$ cat src/verilog/bcpm_pkg.sv
// shared constants and types for the bus control port mux
package bcpm_pkg;
  // ----------------------------------------------------------
  // register indices (byte address is four times the index)
  // ----------------------------------------------------------
  localparam logic [15:0] IDX_DIR      = 16'hFEBE;
  localparam logic [15:0] IDX_SYSCTL   = 16'hFF39;
  localparam logic [15:0] IDX_PINSTATE = 16'hFF5E;
  localparam logic [15:0] IDX_LATCH    = 16'hFF6E;
  localparam logic [15:0] IDX_PORT_FUNCTION_CONTROL_TWO    = 16'hFFAC;
  localparam logic [15:0] IDX_BUSCFG   = 16'h0010;
  // ----------------------------------------------------------
  // reset values and write masks
  // ----------------------------------------------------------
  localparam logic [7:0] DIR_RST_EXT   = 8'h80;
  localparam logic [7:0] DIR_RST_MODE7 = 8'h00;
  localparam logic [7:0] DIR_READ_VAL  = 8'h00;
  localparam logic [7:0] LATCH_RST     = 8'h00;
  localparam logic [7:0] PORT_FUNCTION_CONTROL_TWO_RST     = 8'h30;
  localparam logic [7:0] PORT_FUNCTION_CONTROL_TWO_WMASK   = 8'hF8;
  localparam logic [7:0] SYSCTL_RST    = 8'h01;
  localparam logic [7:0] SYSCTL_WMASK  = 8'hBF;
  localparam logic [7:0] BUSCFG_RST    = 8'h00;
  localparam logic [7:0] BUSCFG_WMASK  = 8'h1F;
  localparam logic [2:0] MODE_SINGLE   = 3'h7;
  // ----------------------------------------------------------
  // field positions
  // ----------------------------------------------------------
  localparam int WAIT_PIN_SEL_BIT  = 7;
  localparam int BUS_REQUEST_OUTPUT_PIN_SEL_BIT = 6;
  localparam int AS_DISABLE_BIT    = 3;
  localparam int LWR_DISABLE_BIT   = 2;
  localparam int HOLD_BIT          = 0;
  localparam int BUS_RELEASE_ENABLE_BIT          = 1;
  localparam int BUS_REQUEST_OUT_ENABLE_BIT        = 2;
  localparam int WAIT_INPUT_ENABLE_BIT         = 3;
  localparam int DRAM16_BIT        = 4;
  localparam logic [1:0] HTRANS_NONSEQ = 2'h2;
  // strobes and requests from the bus controller, all active low
  typedef struct packed {
    logic as_n;
    logic rd_n;
    logic hwr_n;
    logic lwr_n;
    logic low_column_strobe_n;
    logic bus_request_output_n;
    logic back_n;
  } bcpm_bc_type;
  // data-phase bookkeeping of the bus slave
  typedef struct packed {
    logic        act;
    logic        write;
    logic [15:0] idx;
  } bcpm_dphase_type;
endpackage

$ cat src/verilog/bcpm_port.sv
// port f pin mux with its register file behind an ahb-lite slave
//
// The AHB-Lite register port is this design's own decision.
`timescale 1ns/1ps
// How it works
// - direction loads 80 or 00 by mode
// - direction reads back a fixed value
// - output latch read/write, clears on reset
// - pin state: latch if output, else pin
// - pin state ignores writes
// - function control resets 30, low bits zero
// - wait select bit picks pin 2 or alternate
// - bus request select picks pin 2 or alternate
// - pin 6 address strobe in bus modes unless disabled
// - pin 3 low write in bus modes unless disabled
// - pin 7 outputs clock when direction set
// - pin 5 read strobe in bus modes
// - pin 4 high write in bus modes
// - pin 2 column strobe, request, wait or io
// - pin 1 bus grant when release enabled
// - pin 0 bus request input when enabled
// - system control resets to 01
// - standby holds or floats bus pins
// - pin state reflects pins, frozen in standby
module bcpm_port #(
  parameter int PIN_COUNT = 8
) (
  input  wire logic                 mclk,
  input  wire logic                 reset_n,
  input  wire logic                 hsel,
  input  wire logic [31:0]          haddr,
  input  wire logic [1:0]           htrans,
  input  wire logic                 hwrite,
  input  wire logic [2:0]           hsize,
  input  wire logic [31:0]          hwdata,
  input  wire logic                 hready,
  output logic      [31:0]          hrdata,
  output logic                      hreadyout,
  output logic                      hresp,
  input  wire logic [2:0]           op_mode,
  input  wire logic                 hw_standby,
  input  wire logic                 sw_standby,
  input  wire logic                 sys_clk_level,
  input  wire bcpm_pkg::bcpm_bc_type bc_sig,
  output logic                      wait_n_to_bc,
  output logic                      external_bus_request_in_n_to_bc,
  output logic                      wait_pin_select,
  output logic                      bus_request_out_pin_select,
  input  wire logic [7:0]           pin_in,
  output logic      [7:0]           pin_out,
  output logic      [7:0]           pin_oe
);
  import bcpm_pkg::*;

  // the pin functions are fixed to an eight-pin port
  if (PIN_COUNT != 8) begin : g_bad_width
    $error("bcpm_port serves exactly eight pins");
  end

  // ----------------------------------------------------------
  // registers
  // ----------------------------------------------------------
  logic [7:0]      dir_r;
  logic [7:0]      latch_r;
  logic [7:0]      port_function_control_two_r;
  logic [7:0]      sysctl_r;
  logic [7:0]      buscfg_r;
  logic            init_pend_r;
  logic [7:0]      snap_r;
  logic [7:0]      hold_out_r;
  logic [7:0]      hold_oe_r;
  bcpm_dphase_type dph_r;
  logic            ext_mode;
  logic            wr_en;
  logic [7:0]      wdat;
  logic [7:0]      pin_view;
  logic [7:0]      func_mask;
  logic [7:0]      mux_out;
  logic [7:0]      mux_oe;
  logic            low_column_strobe_here;
  logic            bus_request_output_here;
  logic            wait_here;
  logic            bus_release_enable_on;

  assign ext_mode = (op_mode != MODE_SINGLE);
  assign wait_pin_select = port_function_control_two_r[WAIT_PIN_SEL_BIT];
  assign bus_request_out_pin_select = port_function_control_two_r[BUS_REQUEST_OUTPUT_PIN_SEL_BIT];

  // ----------------------------------------------------------
  // ahb-lite slave, zero wait states, always okay
  // ----------------------------------------------------------
  assign hreadyout = 1'b1;
  assign hresp     = 1'b0;

  // address phase captured for the following data phase
  always_ff @(posedge mclk or negedge reset_n) begin
    if (!reset_n) begin
      dph_r <= '0;
    end else if (hready) begin
      dph_r.act   <= hsel && (htrans == HTRANS_NONSEQ);
      dph_r.write <= hwrite;
      dph_r.idx   <= haddr[17:2];
    end
  end

  assign wr_en = dph_r.act && dph_r.write && hready;
  assign wdat  = hwdata[7:0];

  // mode-dependent load happens after release, never at reset
  always_ff @(posedge mclk or negedge reset_n) begin
    if (!reset_n) begin
      init_pend_r <= 1'b1;
    end else begin
      init_pend_r <= 1'b0;
    end
  end

  // direction: mode default on init, kept in software standby
  always_ff @(posedge mclk or negedge reset_n) begin
    if (!reset_n) begin
      dir_r <= DIR_RST_MODE7;
    end else if (init_pend_r || hw_standby) begin
      dir_r <= ext_mode ? DIR_RST_EXT : DIR_RST_MODE7;
    end else if (wr_en && dph_r.idx == IDX_DIR) begin
      dir_r <= wdat;
    end
  end

  // output latch; pin-state writes never land here
  always_ff @(posedge mclk or negedge reset_n) begin
    if (!reset_n) begin
      latch_r <= LATCH_RST;
    end else if (hw_standby) begin
      latch_r <= LATCH_RST;
    end else if (wr_en && dph_r.idx == IDX_LATCH) begin
      latch_r <= wdat;
    end
  end

  // function control; reserved low bits stay zero
  always_ff @(posedge mclk or negedge reset_n) begin
    if (!reset_n) begin
      port_function_control_two_r <= PORT_FUNCTION_CONTROL_TWO_RST;
    end else if (hw_standby) begin
      port_function_control_two_r <= PORT_FUNCTION_CONTROL_TWO_RST;
    end else if (wr_en && dph_r.idx == IDX_PORT_FUNCTION_CONTROL_TWO) begin
      port_function_control_two_r <= wdat & PORT_FUNCTION_CONTROL_TWO_WMASK;
    end
  end

  // system control; not touched by software standby
  always_ff @(posedge mclk or negedge reset_n) begin
    if (!reset_n) begin
      sysctl_r <= SYSCTL_RST;
    end else if (hw_standby) begin
      sysctl_r <= SYSCTL_RST;
    end else if (wr_en && dph_r.idx == IDX_SYSCTL) begin
      sysctl_r <= wdat & SYSCTL_WMASK;
    end
  end

  // bus controller and standby bits used by the mux
  always_ff @(posedge mclk or negedge reset_n) begin
    if (!reset_n) begin
      buscfg_r <= BUSCFG_RST;
    end else if (hw_standby) begin
      buscfg_r <= BUSCFG_RST;
    end else if (wr_en && dph_r.idx == IDX_BUSCFG) begin
      buscfg_r <= wdat & BUSCFG_WMASK;
    end
  end

  // ----------------------------------------------------------
  // pin state view
  // ----------------------------------------------------------
  // outputs read back the latch, inputs the live pin
  assign pin_view = (dir_r & latch_r) | (~dir_r & pin_in);

  // snapshot frozen while in software standby
  always_ff @(posedge mclk or negedge reset_n) begin
    if (!reset_n) begin
      snap_r <= 8'h00;
    end else if (!sw_standby) begin
      snap_r <= pin_view;
    end
  end

  // read mux; direction never exposes its contents
  always_comb begin
    hrdata = 32'h0000_0000;
    if (dph_r.act && !dph_r.write) begin
      unique case (dph_r.idx)
        IDX_DIR:      hrdata[7:0] = DIR_READ_VAL;
        IDX_LATCH:    hrdata[7:0] = latch_r;
        IDX_PINSTATE: hrdata[7:0] = sw_standby ? snap_r : pin_view;
        IDX_PORT_FUNCTION_CONTROL_TWO:    hrdata[7:0] = port_function_control_two_r;
        IDX_SYSCTL:   hrdata[7:0] = sysctl_r;
        IDX_BUSCFG:   hrdata[7:0] = buscfg_r;
        default:      hrdata = 32'h0000_0000;
      endcase
    end
  end

  // ----------------------------------------------------------
  // pin function selection
  // ----------------------------------------------------------
  // pin 2 priority: column strobe, request out, wait, io
  assign low_column_strobe_here  = ext_mode && buscfg_r[DRAM16_BIT];
  assign bus_request_output_here = ext_mode && !low_column_strobe_here && buscfg_r[BUS_REQUEST_OUT_ENABLE_BIT]
                      && !port_function_control_two_r[BUS_REQUEST_OUTPUT_PIN_SEL_BIT];
  assign wait_here  = ext_mode && !low_column_strobe_here && !bus_request_output_here
                      && buscfg_r[WAIT_INPUT_ENABLE_BIT]
                      && !port_function_control_two_r[WAIT_PIN_SEL_BIT];
  assign bus_release_enable_on    = ext_mode && buscfg_r[BUS_RELEASE_ENABLE_BIT];

  // wait pin with direction set is a prohibited setup; pin still read
  assign wait_n_to_bc = wait_here ? pin_in[2] : 1'b1;
  assign external_bus_request_in_n_to_bc = bus_release_enable_on ? pin_in[0] : 1'b1;

  // per-pin value and enable, purely from current settings
  always_comb begin
    mux_out   = latch_r;
    mux_oe    = dir_r;
    func_mask = 8'h00;
    // pin 7: clock out in every mode
    mux_out[7] = sys_clk_level;
    func_mask[7] = dir_r[7];
    // pin 6: address strobe
    if (ext_mode && !port_function_control_two_r[AS_DISABLE_BIT]) begin
      mux_out[6]   = bc_sig.as_n;
      mux_oe[6]    = 1'b1;
      func_mask[6] = 1'b1;
    end
    // pin 5 and 4: read and high write strobes
    if (ext_mode) begin
      mux_out[5]   = bc_sig.rd_n;
      mux_oe[5]    = 1'b1;
      func_mask[5] = 1'b1;
      mux_out[4]   = bc_sig.hwr_n;
      mux_oe[4]    = 1'b1;
      func_mask[4] = 1'b1;
    end
    // pin 3: low write strobe
    if (ext_mode && !sysctl_r[LWR_DISABLE_BIT]) begin
      mux_out[3]   = bc_sig.lwr_n;
      mux_oe[3]    = 1'b1;
      func_mask[3] = 1'b1;
    end
    // pin 2: shared strobe, request and wait
    if (low_column_strobe_here) begin
      mux_out[2]   = bc_sig.low_column_strobe_n;
      mux_oe[2]    = 1'b1;
      func_mask[2] = 1'b1;
    end else if (bus_request_output_here) begin
      mux_out[2]   = bc_sig.bus_request_output_n;
      mux_oe[2]    = 1'b1;
      func_mask[2] = 1'b1;
    end else if (wait_here) begin
      mux_oe[2]    = 1'b0;
    end
    // pins 1 and 0: bus release handshake
    if (bus_release_enable_on) begin
      mux_out[1]   = bc_sig.back_n;
      mux_oe[1]    = 1'b1;
      func_mask[1] = 1'b1;
      mux_oe[0]    = 1'b0;
    end
  end

  // ----------------------------------------------------------
  // software standby
  // ----------------------------------------------------------
  // capture drive state up to entry so it can be held
  always_ff @(posedge mclk or negedge reset_n) begin
    if (!reset_n) begin
      hold_out_r <= 8'h00;
      hold_oe_r  <= 8'h00;
    end else if (!sw_standby) begin
      hold_out_r <= mux_out;
      hold_oe_r  <= mux_oe;
    end
  end

  // bus pins hold or float; plain io pins keep driving
  always_comb begin
    pin_out = mux_out;
    pin_oe  = mux_oe;
    if (sw_standby) begin
      for (int i = 0; i < 8; i++) begin
        if (func_mask[i]) begin
          pin_out[i] = hold_out_r[i];
          pin_oe[i]  = hold_oe_r[i] && buscfg_r[HOLD_BIT];
        end
      end
    end
  end

  // ----------------------------------------------------------
  // assertions
  // ----------------------------------------------------------
  property p_dir_init;
    @(posedge mclk) disable iff (!reset_n)
      hw_standby |=> dir_r == ($past(ext_mode) ? DIR_RST_EXT : DIR_RST_MODE7);
  endproperty
  a_dir_init: assert property (p_dir_init)
    else $error("direction not loaded by mode");

  property p_dir_read;
    @(posedge mclk) disable iff (!reset_n)
      (dph_r.act && !dph_r.write && dph_r.idx == IDX_DIR)
        |-> hrdata[7:0] == DIR_READ_VAL;
  endproperty
  a_dir_read: assert property (p_dir_read)
    else $error("direction read leaked contents");

  property p_latch_clr;
    @(posedge mclk) disable iff (!reset_n)
      hw_standby |=> latch_r == LATCH_RST;
  endproperty
  a_latch_clr: assert property (p_latch_clr)
    else $error("latch not cleared");

  property p_pin_read;
    @(posedge mclk) disable iff (!reset_n)
      (dph_r.act && !dph_r.write && dph_r.idx == IDX_PINSTATE && !sw_standby)
        |-> hrdata[7:0] == ((dir_r & latch_r) | (~dir_r & pin_in));
  endproperty
  a_pin_read: assert property (p_pin_read)
    else $error("pin state read wrong");

  property p_pin_nowrite;
    @(posedge mclk) disable iff (!reset_n)
      (wr_en && dph_r.idx == IDX_PINSTATE && !hw_standby) |=> $stable(latch_r);
  endproperty
  a_pin_nowrite: assert property (p_pin_nowrite)
    else $error("pin state write changed latch");

  property p_port_function_control_two_low;
    @(posedge mclk) disable iff (!reset_n)
      (dph_r.act && !dph_r.write && dph_r.idx == IDX_PORT_FUNCTION_CONTROL_TWO) |-> hrdata[2:0] == 3'h0;
  endproperty
  a_port_function_control_two_low: assert property (p_port_function_control_two_low)
    else $error("reserved bits not zero");

  property p_as_pin;
    @(posedge mclk) disable iff (!reset_n)
      (ext_mode && !port_function_control_two_r[AS_DISABLE_BIT] && !sw_standby)
        |-> pin_oe[6] && pin_out[6] == bc_sig.as_n;
  endproperty
  a_as_pin: assert property (p_as_pin)
    else $error("address strobe not on pin 6");

  property p_clk_pin;
    @(posedge mclk) disable iff (!reset_n)
      !sw_standby |-> pin_oe[7] == dir_r[7] && pin_out[7] == sys_clk_level;
  endproperty
  a_clk_pin: assert property (p_clk_pin)
    else $error("clock pin wrong");

  property p_sysctl_init;
    @(posedge mclk) disable iff (!reset_n)
      hw_standby |=> sysctl_r == SYSCTL_RST;
  endproperty
  a_sysctl_init: assert property (p_sysctl_init)
    else $error("system control not reset");

  property p_float;
    @(posedge mclk) disable iff (!reset_n)
      (sw_standby && ext_mode && !buscfg_r[HOLD_BIT]) |-> !pin_oe[5] && !pin_oe[4];
  endproperty
  a_float: assert property (p_float)
    else $error("strobe pins not floated");

  property p_snap;
    @(posedge mclk) disable iff (!reset_n)
      sw_standby [*2] |-> $stable(snap_r);
  endproperty
  a_snap: assert property (p_snap)
    else $error("pin snapshot moved in standby");

endmodule

$ cat config.mk
export PLATFORM = sky130hd
export DESIGN_NAME = bcpm_port
export DESIGN_NICKNAME = d
export VERILOG_FILES = /design/src/verilog/bcpm_pkg.sv /design/src/verilog/bcpm_port.sv
export SDC_FILE = /design/constraint.sdc
export NUM_CORES = 1
export LEC_CHECK = 0
export BUFFER_PORTS_ARGS = -buffer_cell sky130_fd_sc_hd__buf_2
export CAP_MARGIN = 10
export CORE_MARGIN = 3
export CORE_UTILIZATION = 35
export CTS_CLUSTER_SIZE = 24
export DETAILED_ROUTE_END_ITERATION = 10
export SLEW_MARGIN = 20
export SYNTH_ARGS = -nofsm -noshare
export SYNTH_HDL_FRONTEND = slang
export SYNTH_SLANG_ARGS = --single-unit
$ cat constraint.sdc
create_clock -name mclk -period 4.4 [get_ports mclk]
set_input_delay 0.22 -clock mclk [delete_from_list [all_inputs] [get_ports mclk]]
set_output_delay 0.22 -clock mclk [all_outputs]
set_load 0.02 [all_outputs]
==> results of run 1 <==
## critical path: stages (launching register included)
cell	delay, ns
sky130_fd_sc_hd__dfrtp_1	0.43
sky130_fd_sc_hd__nand4_1	0.22
sky130_fd_sc_hd__nor2_1	0.10
sky130_fd_sc_hd__and4b_1	0.32
sky130_fd_sc_hd__o41ai_2	0.95
sky130_fd_sc_hd__a41oi_1	0.17
sky130_fd_sc_hd__buf_2	0.23
## layout by cell type (no fill, tap or decap), types with 2 or more instances in the layout
master / n
sky130_fd_sc_hd__nand2b_1: 4
sky130_fd_sc_hd__a41oi_1: 6
sky130_fd_sc_hd__nor3_1: 8
sky130_fd_sc_hd__a31oi_1: 6
sky130_fd_sc_hd__nor2_1: 43
sky130_fd_sc_hd__mux2_2: 20
sky130_fd_sc_hd__mux2i_1: 39
sky130_fd_sc_hd__dfrtp_1: 70
sky130_fd_sc_hd__a22oi_1: 6
sky130_fd_sc_hd__buf_2: 79
sky130_fd_sc_hd__a21oi_1: 20
sky130_fd_sc_hd__nand3b_1: 3
sky130_fd_sc_hd__dfstp_2: 4
sky130_fd_sc_hd__nor3b_1: 3
sky130_fd_sc_hd__conb_1: 27
sky130_fd_sc_hd__a211o_1: 3
sky130_fd_sc_hd__clkbuf_16: 9
sky130_fd_sc_hd__or2_2: 2
sky130_fd_sc_hd__nor4_1: 2
sky130_fd_sc_hd__bufinv_16: 2
sky130_fd_sc_hd__nand4_1: 4
sky130_fd_sc_hd__and3_1: 8
sky130_fd_sc_hd__nand3_1: 21
sky130_fd_sc_hd__o21ai_0: 17
sky130_fd_sc_hd__inv_1: 13
sky130_fd_sc_hd__and2_1: 4
sky130_fd_sc_hd__nand2_1: 41
## kinds of logic (layout without fill, tap and decap cells)
kind of cell | Yosys count | after routing | share of synthesized area [%]
and+or+nand+nor | 153 | 153 | 19.0
DFF | 74 | 74 | 46.4
AOI/OAI and AO/OA | 63 | 63 | 9.95
buffers and inverters | 63 | 111 | 8.83
muxes | 59 | 59 | 15.4
other | 2 | 27 | 0.188
xor gates and xnor gates | 1 | 1 | 0.219
## final cells by class
type,count,area (um^2),area share [%]
repair buffers,82,433,9.18
well taps,140,175,3.72
flip-flops and latches,74,1860,39.4
multi-input cells,303,1880,39.9
inverters,13,48.8,1.04
clock buffers,10,229,4.86
clock inverters,6,90.1,1.91
## worst paths after layout
kind                                    start       endpoint  cells after the start
min in group asynchronous             reset_n     latch_r[7]                      2
worst min register to register  hold_out_r[4]  hold_out_r[4]                      2
worst max-delay path                 dph_r[5]      hrdata[3]                      6
max in group asynchronous             reset_n  hold_out_r[5]                      4
worst max register to register       dph_r[1]    sysctl_r[5]                      5
worst min-delay path                haddr[10]       dph_r[8]                      3
## through the flow
| step | utilization [%] | worst slack (ns) | area [um^2] | hold slack (ns) |
|---|---|---|---|---|
| after global placement | 39.7 | 1.81 | 4370 | 0.421 |
| final | 42.9 | 1.41 | 4710 | 0.0926 |
| after CTS | 42.7 | 1.41 | 4680 | 0.0701 |
| after global routing | 42.9 | 1.25 | 4710 | 0.106 |
| after detailed placement | 39.7 | 1.77 | 4370 | 0.429 |
| after floorplan | - | 2.23 | 4090 | -0.0756 |
## per-layer routing
metal | global-route usage, % | vias to the layer above
met2 | 26.7 | 109
li1 | - | 1545
met5 | 0 | -
met4 | 4.01 | 0
met1 | 23.1 | 1521
met3 | 3.85 | 9
## state kept, by name (all words and copies together) (netlist names)
register / count
buscfg_r: 5
dir_r: 8
dph_r: 18
hold_oe_r: 7
hold_out_r: 7
init_pend_r: 1
latch_r: 8
port_function_control_two_r: 5
snap_r: 8
sysctl_r: 7
## where the power goes
group | total (mW) | switching, mW | internal (mW) | leakage [nW]
clock | 0.793 | 0.294 | 0.499 | 0.153
combinational | 0.169 | 0.107 | 0.0618 | 1.06
sequential | 0.734 | 0.0230 | 0.711 | 0.934
total | 1.70 | 0.424 | 1.27 | 2.15
==> impl_summary.log, run 1 <==
INFO  metric worst-r2r-setup-slack = 2.04 ns
INFO  metric die-area = between 10,000 and 15,000 um^2
INFO  metric ys_warn_count = 0
INFO  metric clock_tree_from_tritoncts = done
INFO  metric run_status = complete, no violations
INFO  metric worst_ep_arrival_time = between 2 and 3 ns
INFO  metric postRouteWirelength = 10.2 mm
INFO  metric placedCellCount = slightly above 600
INFO  metric static_leakage = around 2.2 nW
INFO  metric finish.cell_count_without_fillers = 628
INFO  metric grt_overflow = 0
INFO  metric route.layer.met1.wl = 4.64 mm
INFO  metric cell_taking_the_most_area_after_synthesis = sky130_fd_sc_hd__dfrtp_1
INFO  metric post_route_cells_drive_above_1_share = 26.4%
INFO  metric power.density = 360 nW/um^2
INFO  metric drt-pass1-iter-count = 5
INFO  metric route.detailed.wl_per_inst = ~16 um
INFO  metric clock_sink_count = 74
INFO  metric post_cts_resized = 0
INFO  metric timing.slew.headroom = 31.8%
INFO  metric area.growth.synth_to_final = 17.9%
INFO  metric grt_max_degree = 51
INFO  metric finalSetupViolCount = 0
INFO  metric gp_congestion = 0.791
INFO  metric hold_viol = 0
INFO  metric ys_async_sr_fraction = 100%
INFO  metric setup-tns-final = 0 ns
INFO  metric synthTopCellsByCount = sky130_fd_sc_hd__dfrtp_1, sky130_fd_sc_hd__nor2_1, sky130_fd_sc_hd__nand2_1
INFO  metric design.final.nets = 578
INFO  metric timing.critical_path.from_type = flop
INFO  metric fin_crit = 2.99 ns
INFO  metric timing.critical_path.required = 4.18 ns
INFO  metric max_cap_violations = 0
INFO  metric htree_num_levels = 3
INFO  metric drt-initial-drc-count = 180
INFO  metric detail_route.drc_violations = 0
INFO  metric post_cts_buffers = 0
INFO  metric post_cts_hold_buffer_count = 0
INFO  metric maxSlewViolCount = 0
INFO  metric cts_buffer_count = 9
INFO  metric port_buffers = slightly below 80
INFO  metric std_cell_rows = 38
INFO  metric post_cts_clock_slew_at_the_launch_and_capture_registers_of_the_worst_setup_and_hold_paths = 0.06 ns
INFO  metric worstPathMaxFanout = 8
INFO  metric boundaryPins = 149
INFO  metric grt_pass1_wl = 16.8 mm
INFO  metric postSynthAreaPerCell = between 9 and 10 um^2
INFO  metric detailedPlacementHpwl = just over 7 mm
INFO  metric max_freq = 334 MHz
INFO  metric critPathKind = flop to output port
INFO  metric ys_top_cells_by_area = sky130_fd_sc_hd__dfrtp_1, sky130_fd_sc_hd__mux2i_1, sky130_fd_sc_hd__mux2_2
INFO  metric floorplan.core_area = 11,000 um^2
INFO  metric ir_worst_vdd = 0.000161 V
INFO  metric max_slew.worst_pin.slew = 1.01 ns
INFO  metric dieWidth = approximately 110 um
INFO  metric start_util = between 30% and 40%
INFO  metric route.vias.total = 3,184
INFO  metric worst_hold_path_type = primary input to flop
INFO  metric clock_tree.root_cell = sky130_fd_sc_hd__clkbuf_16
INFO  metric min_period_over_period = 67.9%
INFO  metric synth_cell_types = 45
INFO  metric first_global_vias = 3,128
INFO  metric chipHeight = roughly 110 um
INFO  metric timing.clock.skew = 0.00633 ns
INFO  metric filler_cell_count = 1,068
INFO  metric antenna_found_initial = 0
INFO  metric yosys_most_used_dff = sky130_fd_sc_hd__dfrtp_1
INFO  metric power.total = 1.70 mW
INFO  metric post_synth_instance_area = around 4000 um^2
INFO  metric global_route.usage.total = 16.7%
INFO  metric n_antenna_cell = 0
INFO  metric clock_insertion_delay_at_the_later_pin_of_the_skew_report = roughly 0.34 ns
INFO  metric top_layer = met4
INFO  metric count_of_flip_flops_with_a_built_in_enable_after_synthesis = 0
INFO  metric vias_per_cell = between 5 and 6
INFO  metric synth-seq-cells = 74
INFO  metric grt_setup_unrepaired = false
INFO  metric synth.top_cell.area_share = 43.8%
INFO  metric met2_wirelength = around 4.8 mm
INFO  metric synth.most_common_cell = sky130_fd_sc_hd__dfrtp_1
INFO  metric netlist_instances = 415
INFO  metric route.met3.wl = 628 um
INFO  metric endpoint_kind_of_the_worst_setup_timing_path = output port
INFO  metric cts_max_path_buffers = 2
INFO  metric synth_seq_area_share = 46.4%
INFO  metric route.antenna.remaining_nets = 0
No activity file was read; power rests on OpenSTA's default activity.
==> inputs of run 2 (changes only) <==
- ABC_AREA: default -> 1
- clock period: 4.4 -> 3 ns (I/O delays scaled with it)
==> run 2 against run 1 <==
Net effect: register-to-register slack lost 0.72 ns; wire length grew 6.0%; global-route usage grew 0.10 points; clock power grew 34%; sequential cell count is the same; total power grew 46%; sequential power grew 50%; clock skew grew 0.0020 ns; synthesized cell count grew 37%; utilization shrank 0.80 points; critical endpoint is now hrdata[6].
==> impl_summary.log, run 2 <==
INFO  metric run_status = complete, no violations
INFO  metric cell_taking_the_most_area_after_synthesis = sky130_fd_sc_hd__dfrtp_1
INFO  metric worst_hold_path_type = primary input to async pin
INFO  metric max_cap_violations = 0
INFO  metric synth_cell_types = 33
INFO  metric power.density = 509 nW/um^2
INFO  metric timing.critical_path.from_type = flop
INFO  metric postRouteWirelength = 10.8 mm
INFO  metric route.detailed.wl_per_inst = between 10 and 15 um
INFO  metric vias_per_cell = around 4.8
INFO  metric chipHeight = 115 um
INFO  metric gp_congestion = 0.905
INFO  metric yosys_most_used_dff = sky130_fd_sc_hd__dfrtp_1
INFO  metric post_cts_buffers = 0
INFO  metric maxSlewViolCount = 0
INFO  metric largest_register_ff_count = 18
INFO  metric start_util = 36.1%
INFO  metric setup-tns-final = 0 ns
INFO  metric rr_startpoint = dph_r[0]
INFO  metric die-area = 13,300 um^2
INFO  metric fin_crit = 2.18 ns
INFO  metric area.growth.synth_to_final = 16.6%
INFO  metric regToRegEndpoint = latch_r[2]
INFO  metric synth.top_cell.area_share = a little over two fifths
INFO  metric ir_worst_vdd = 0.000289 V
INFO  metric first_global_vias = 3,525
INFO  metric hold_viol = 0
INFO  metric grt_overflow = 0
INFO  metric detail_route.drc_violations = 0
INFO  metric ys_warn_count = 0
INFO  metric mostFrequentLayoutCell = sky130_fd_sc_hd__nand2_1
INFO  metric postSynthAreaPerCell = 7.34 um^2
INFO  metric min_period_over_period = ~73%
INFO  metric detailedPlacementHpwl = 8.22 mm
INFO  metric antenna_found_initial = 0
INFO  metric static_leakage = about 2.6 nW
INFO  metric clock_sink_count = 74
INFO  metric worstPathMaxFanout = 11
INFO  metric synthTopCellsByCount = sky130_fd_sc_hd__nand2_1, sky130_fd_sc_hd__dfrtp_1, sky130_fd_sc_hd__nor2_1
INFO  metric std_cell_rows = 39
INFO  metric cts_max_path_buffers = 2
INFO  metric worst-r2r-setup-slack = roughly 1.3 ns
INFO  metric finalSetupViolCount = 0
INFO  metric synth_seq_area_share = between 40% and 50%
INFO  metric clock_tree.root_cell = sky130_fd_sc_hd__clkbuf_16
INFO  metric clock_tree_from_tritoncts = done
INFO  metric cts_buffer_count = 9
INFO  metric netlist_instances = 569
INFO  metric post_cts_resized = 0
INFO  metric synth-seq-cells = 74
INFO  metric top_register_by_number_of_flip_flops = dph_r
INFO  metric drt-initial-drc-count = 339
INFO  metric max_slew.worst_pin.slew = 0.948 ns
INFO  metric timing.critical_path.required = ~2.9 ns
INFO  metric synth.most_common_cell = sky130_fd_sc_hd__nand2_1
INFO  metric post_cts_clock_slew_at_the_launch_and_capture_registers_of_the_worst_setup_and_hold_paths = 0.07 ns
INFO  metric ys_async_sr_fraction = 100%
INFO  metric clock_insertion_delay_at_the_later_pin_of_the_skew_report = 0.34 ns
INFO  metric critPathKind = flop to output port
INFO  metric grt_pass1_wl = approximately 18 mm
INFO  metric floorplan.core_area = ~12,000 um^2
INFO  metric post_cts_hold_buffer_count = 0
INFO  metric grt_max_degree = 75
INFO  metric dieWidth = 115 um
INFO  metric ys_top_cells_by_area = sky130_fd_sc_hd__dfrtp_1, sky130_fd_sc_hd__nand2_1, sky130_fd_sc_hd__nor2_1
INFO  metric design.final.nets = 739
INFO  metric reg2reg_depth = 8
INFO  metric most-common-layout-cells = sky130_fd_sc_hd__nand2_1, sky130_fd_sc_hd__buf_2, sky130_fd_sc_hd__dfrtp_1
INFO  metric route.vias.total = 3,807
INFO  metric timing.clock.skew = 0.00837 ns
INFO  metric count_of_flip_flops_with_a_built_in_enable_after_synthesis = 0
INFO  metric timing.slew.headroom = 36.8%
INFO  metric n_antenna_cell = 0
INFO  metric drt-pass1-iter-count = 5
INFO  metric post_route_cells_drive_above_1_share = between 10% and 20%
INFO  metric finish.cell_count_without_fillers = 792
INFO  metric grt_setup_unrepaired = false
INFO  metric htree_num_levels = 3
INFO  metric placedCellCount = 776
INFO  metric port_buffers = 79
INFO  metric max_freq = 458 MHz
INFO  metric route.antenna.remaining_nets = 0
INFO  metric boundaryPins = 149
INFO  metric global_route.usage.total = 16.8%
INFO  metric post_synth_instance_area = about 4200 um^2
INFO  metric endpoint_kind_of_the_worst_setup_timing_path = output port
INFO  metric worst_ep_arrival_time = between 2 and 2.5 ns
==> run 2: cell count changes in the layout (fill, tap and decap cells not counted), moves of 8 or more <==
cell                      change
sky130_fd_sc_hd__nand3_1     +25
sky130_fd_sc_hd__inv_1       +45
sky130_fd_sc_hd__mux2_2      -13
sky130_fd_sc_hd__mux2i_1     -39
sky130_fd_sc_hd__o21ai_0     +27
sky130_fd_sc_hd__nor2_1      +24
sky130_fd_sc_hd__nand2_1    +125
sky130_fd_sc_hd__and3_1       -8
==> run 2: report_power, final <==
group / switching (mW) / internal (mW) / leakage (nW) / total (mW)
logic: 0.215 / 0.0964 / 1.48 / 0.311
registers: 0.0393 / 1.06 / 0.934 / 1.10
clock network: 0.479 / 0.585 / 0.146 / 1.06
==> run 2: kinds of logic after synthesis <==
kind of cell | synth area share [%]
simple gates | 30.3
other cells | 0.180
mux | 1.89
flops | 44.4
compound gates | 10.6
buf+inv | 12.6
==> run 2: how the worst max path moves through the flow <==
stage,startpoint,endpoint,slack (ns),cells after the start
detailed placement,hready,dir_r[5],1.15,8
global placement,op_mode[1],pin_oe[2],1.16,7
global route,dph_r[0],hrdata[6],0.65,8
CTS,dph_r[0],hrdata[6],0.83,8
floorplan,dph_r[0],hrdata[1],1.47,8
finish,dph_r[0],hrdata[6],0.82,8
==> run 2: metrics by stage <==
| stage | hold WS, ns | total power, mW | util, % | setup slack (ns) | cell area [um^2] |
|---|---|---|---|---|---|
| floorplan | -0.146 | 1.34 | - | 1.47 | 4270 |
| detailed placement | 0.367 | 1.43 | 39.6 | 1.15 | 4580 |
| finish | 0.0156 | 2.48 | 42.1 | 0.816 | 4870 |
| CTS | 0.0108 | 2.50 | 42.1 | 0.827 | 4870 |
| global placement | 0.361 | 1.43 | 39.6 | 1.16 | 4580 |
| global route | 0.0315 | 2.60 | 42.1 | 0.654 | 4870 |
==> run 2: worst max-delay path, cell delays in order, from the launching register on <==
cell and delay (ns):
sky130_fd_sc_hd__dfrtp_1 0.39, sky130_fd_sc_hd__inv_1 0.11, sky130_fd_sc_hd__nand4_2 0.18, sky130_fd_sc_hd__nor2_4 0.31, sky130_fd_sc_hd__o21ai_2 0.10, sky130_fd_sc_hd__nand3_2 0.08, sky130_fd_sc_hd__nand2_2 0.12, sky130_fd_sc_hd__nor2_1 0.20
sky130_fd_sc_hd__buf_2 0.20
==> run 2: layout make-up <==
type,count,area [um^2]
repair buffers,81,410
inverters,64,240
fillers,1224,6690
clock inverters,7,71.3
flip-flops and latches,74,1860
well taps,143,179
multi-input cells,414,1890
clock buffers,9,225
==> run 2: metal layers <==
metal  part of all wire [%]  vias up  track usage (%)
met1                     46     1735             23.8
met2                     45      150             25.5
li1                       -     1904                -
met4                    2.2        0             6.26
met3                    6.4       18             3.32
met5                      0        -                0
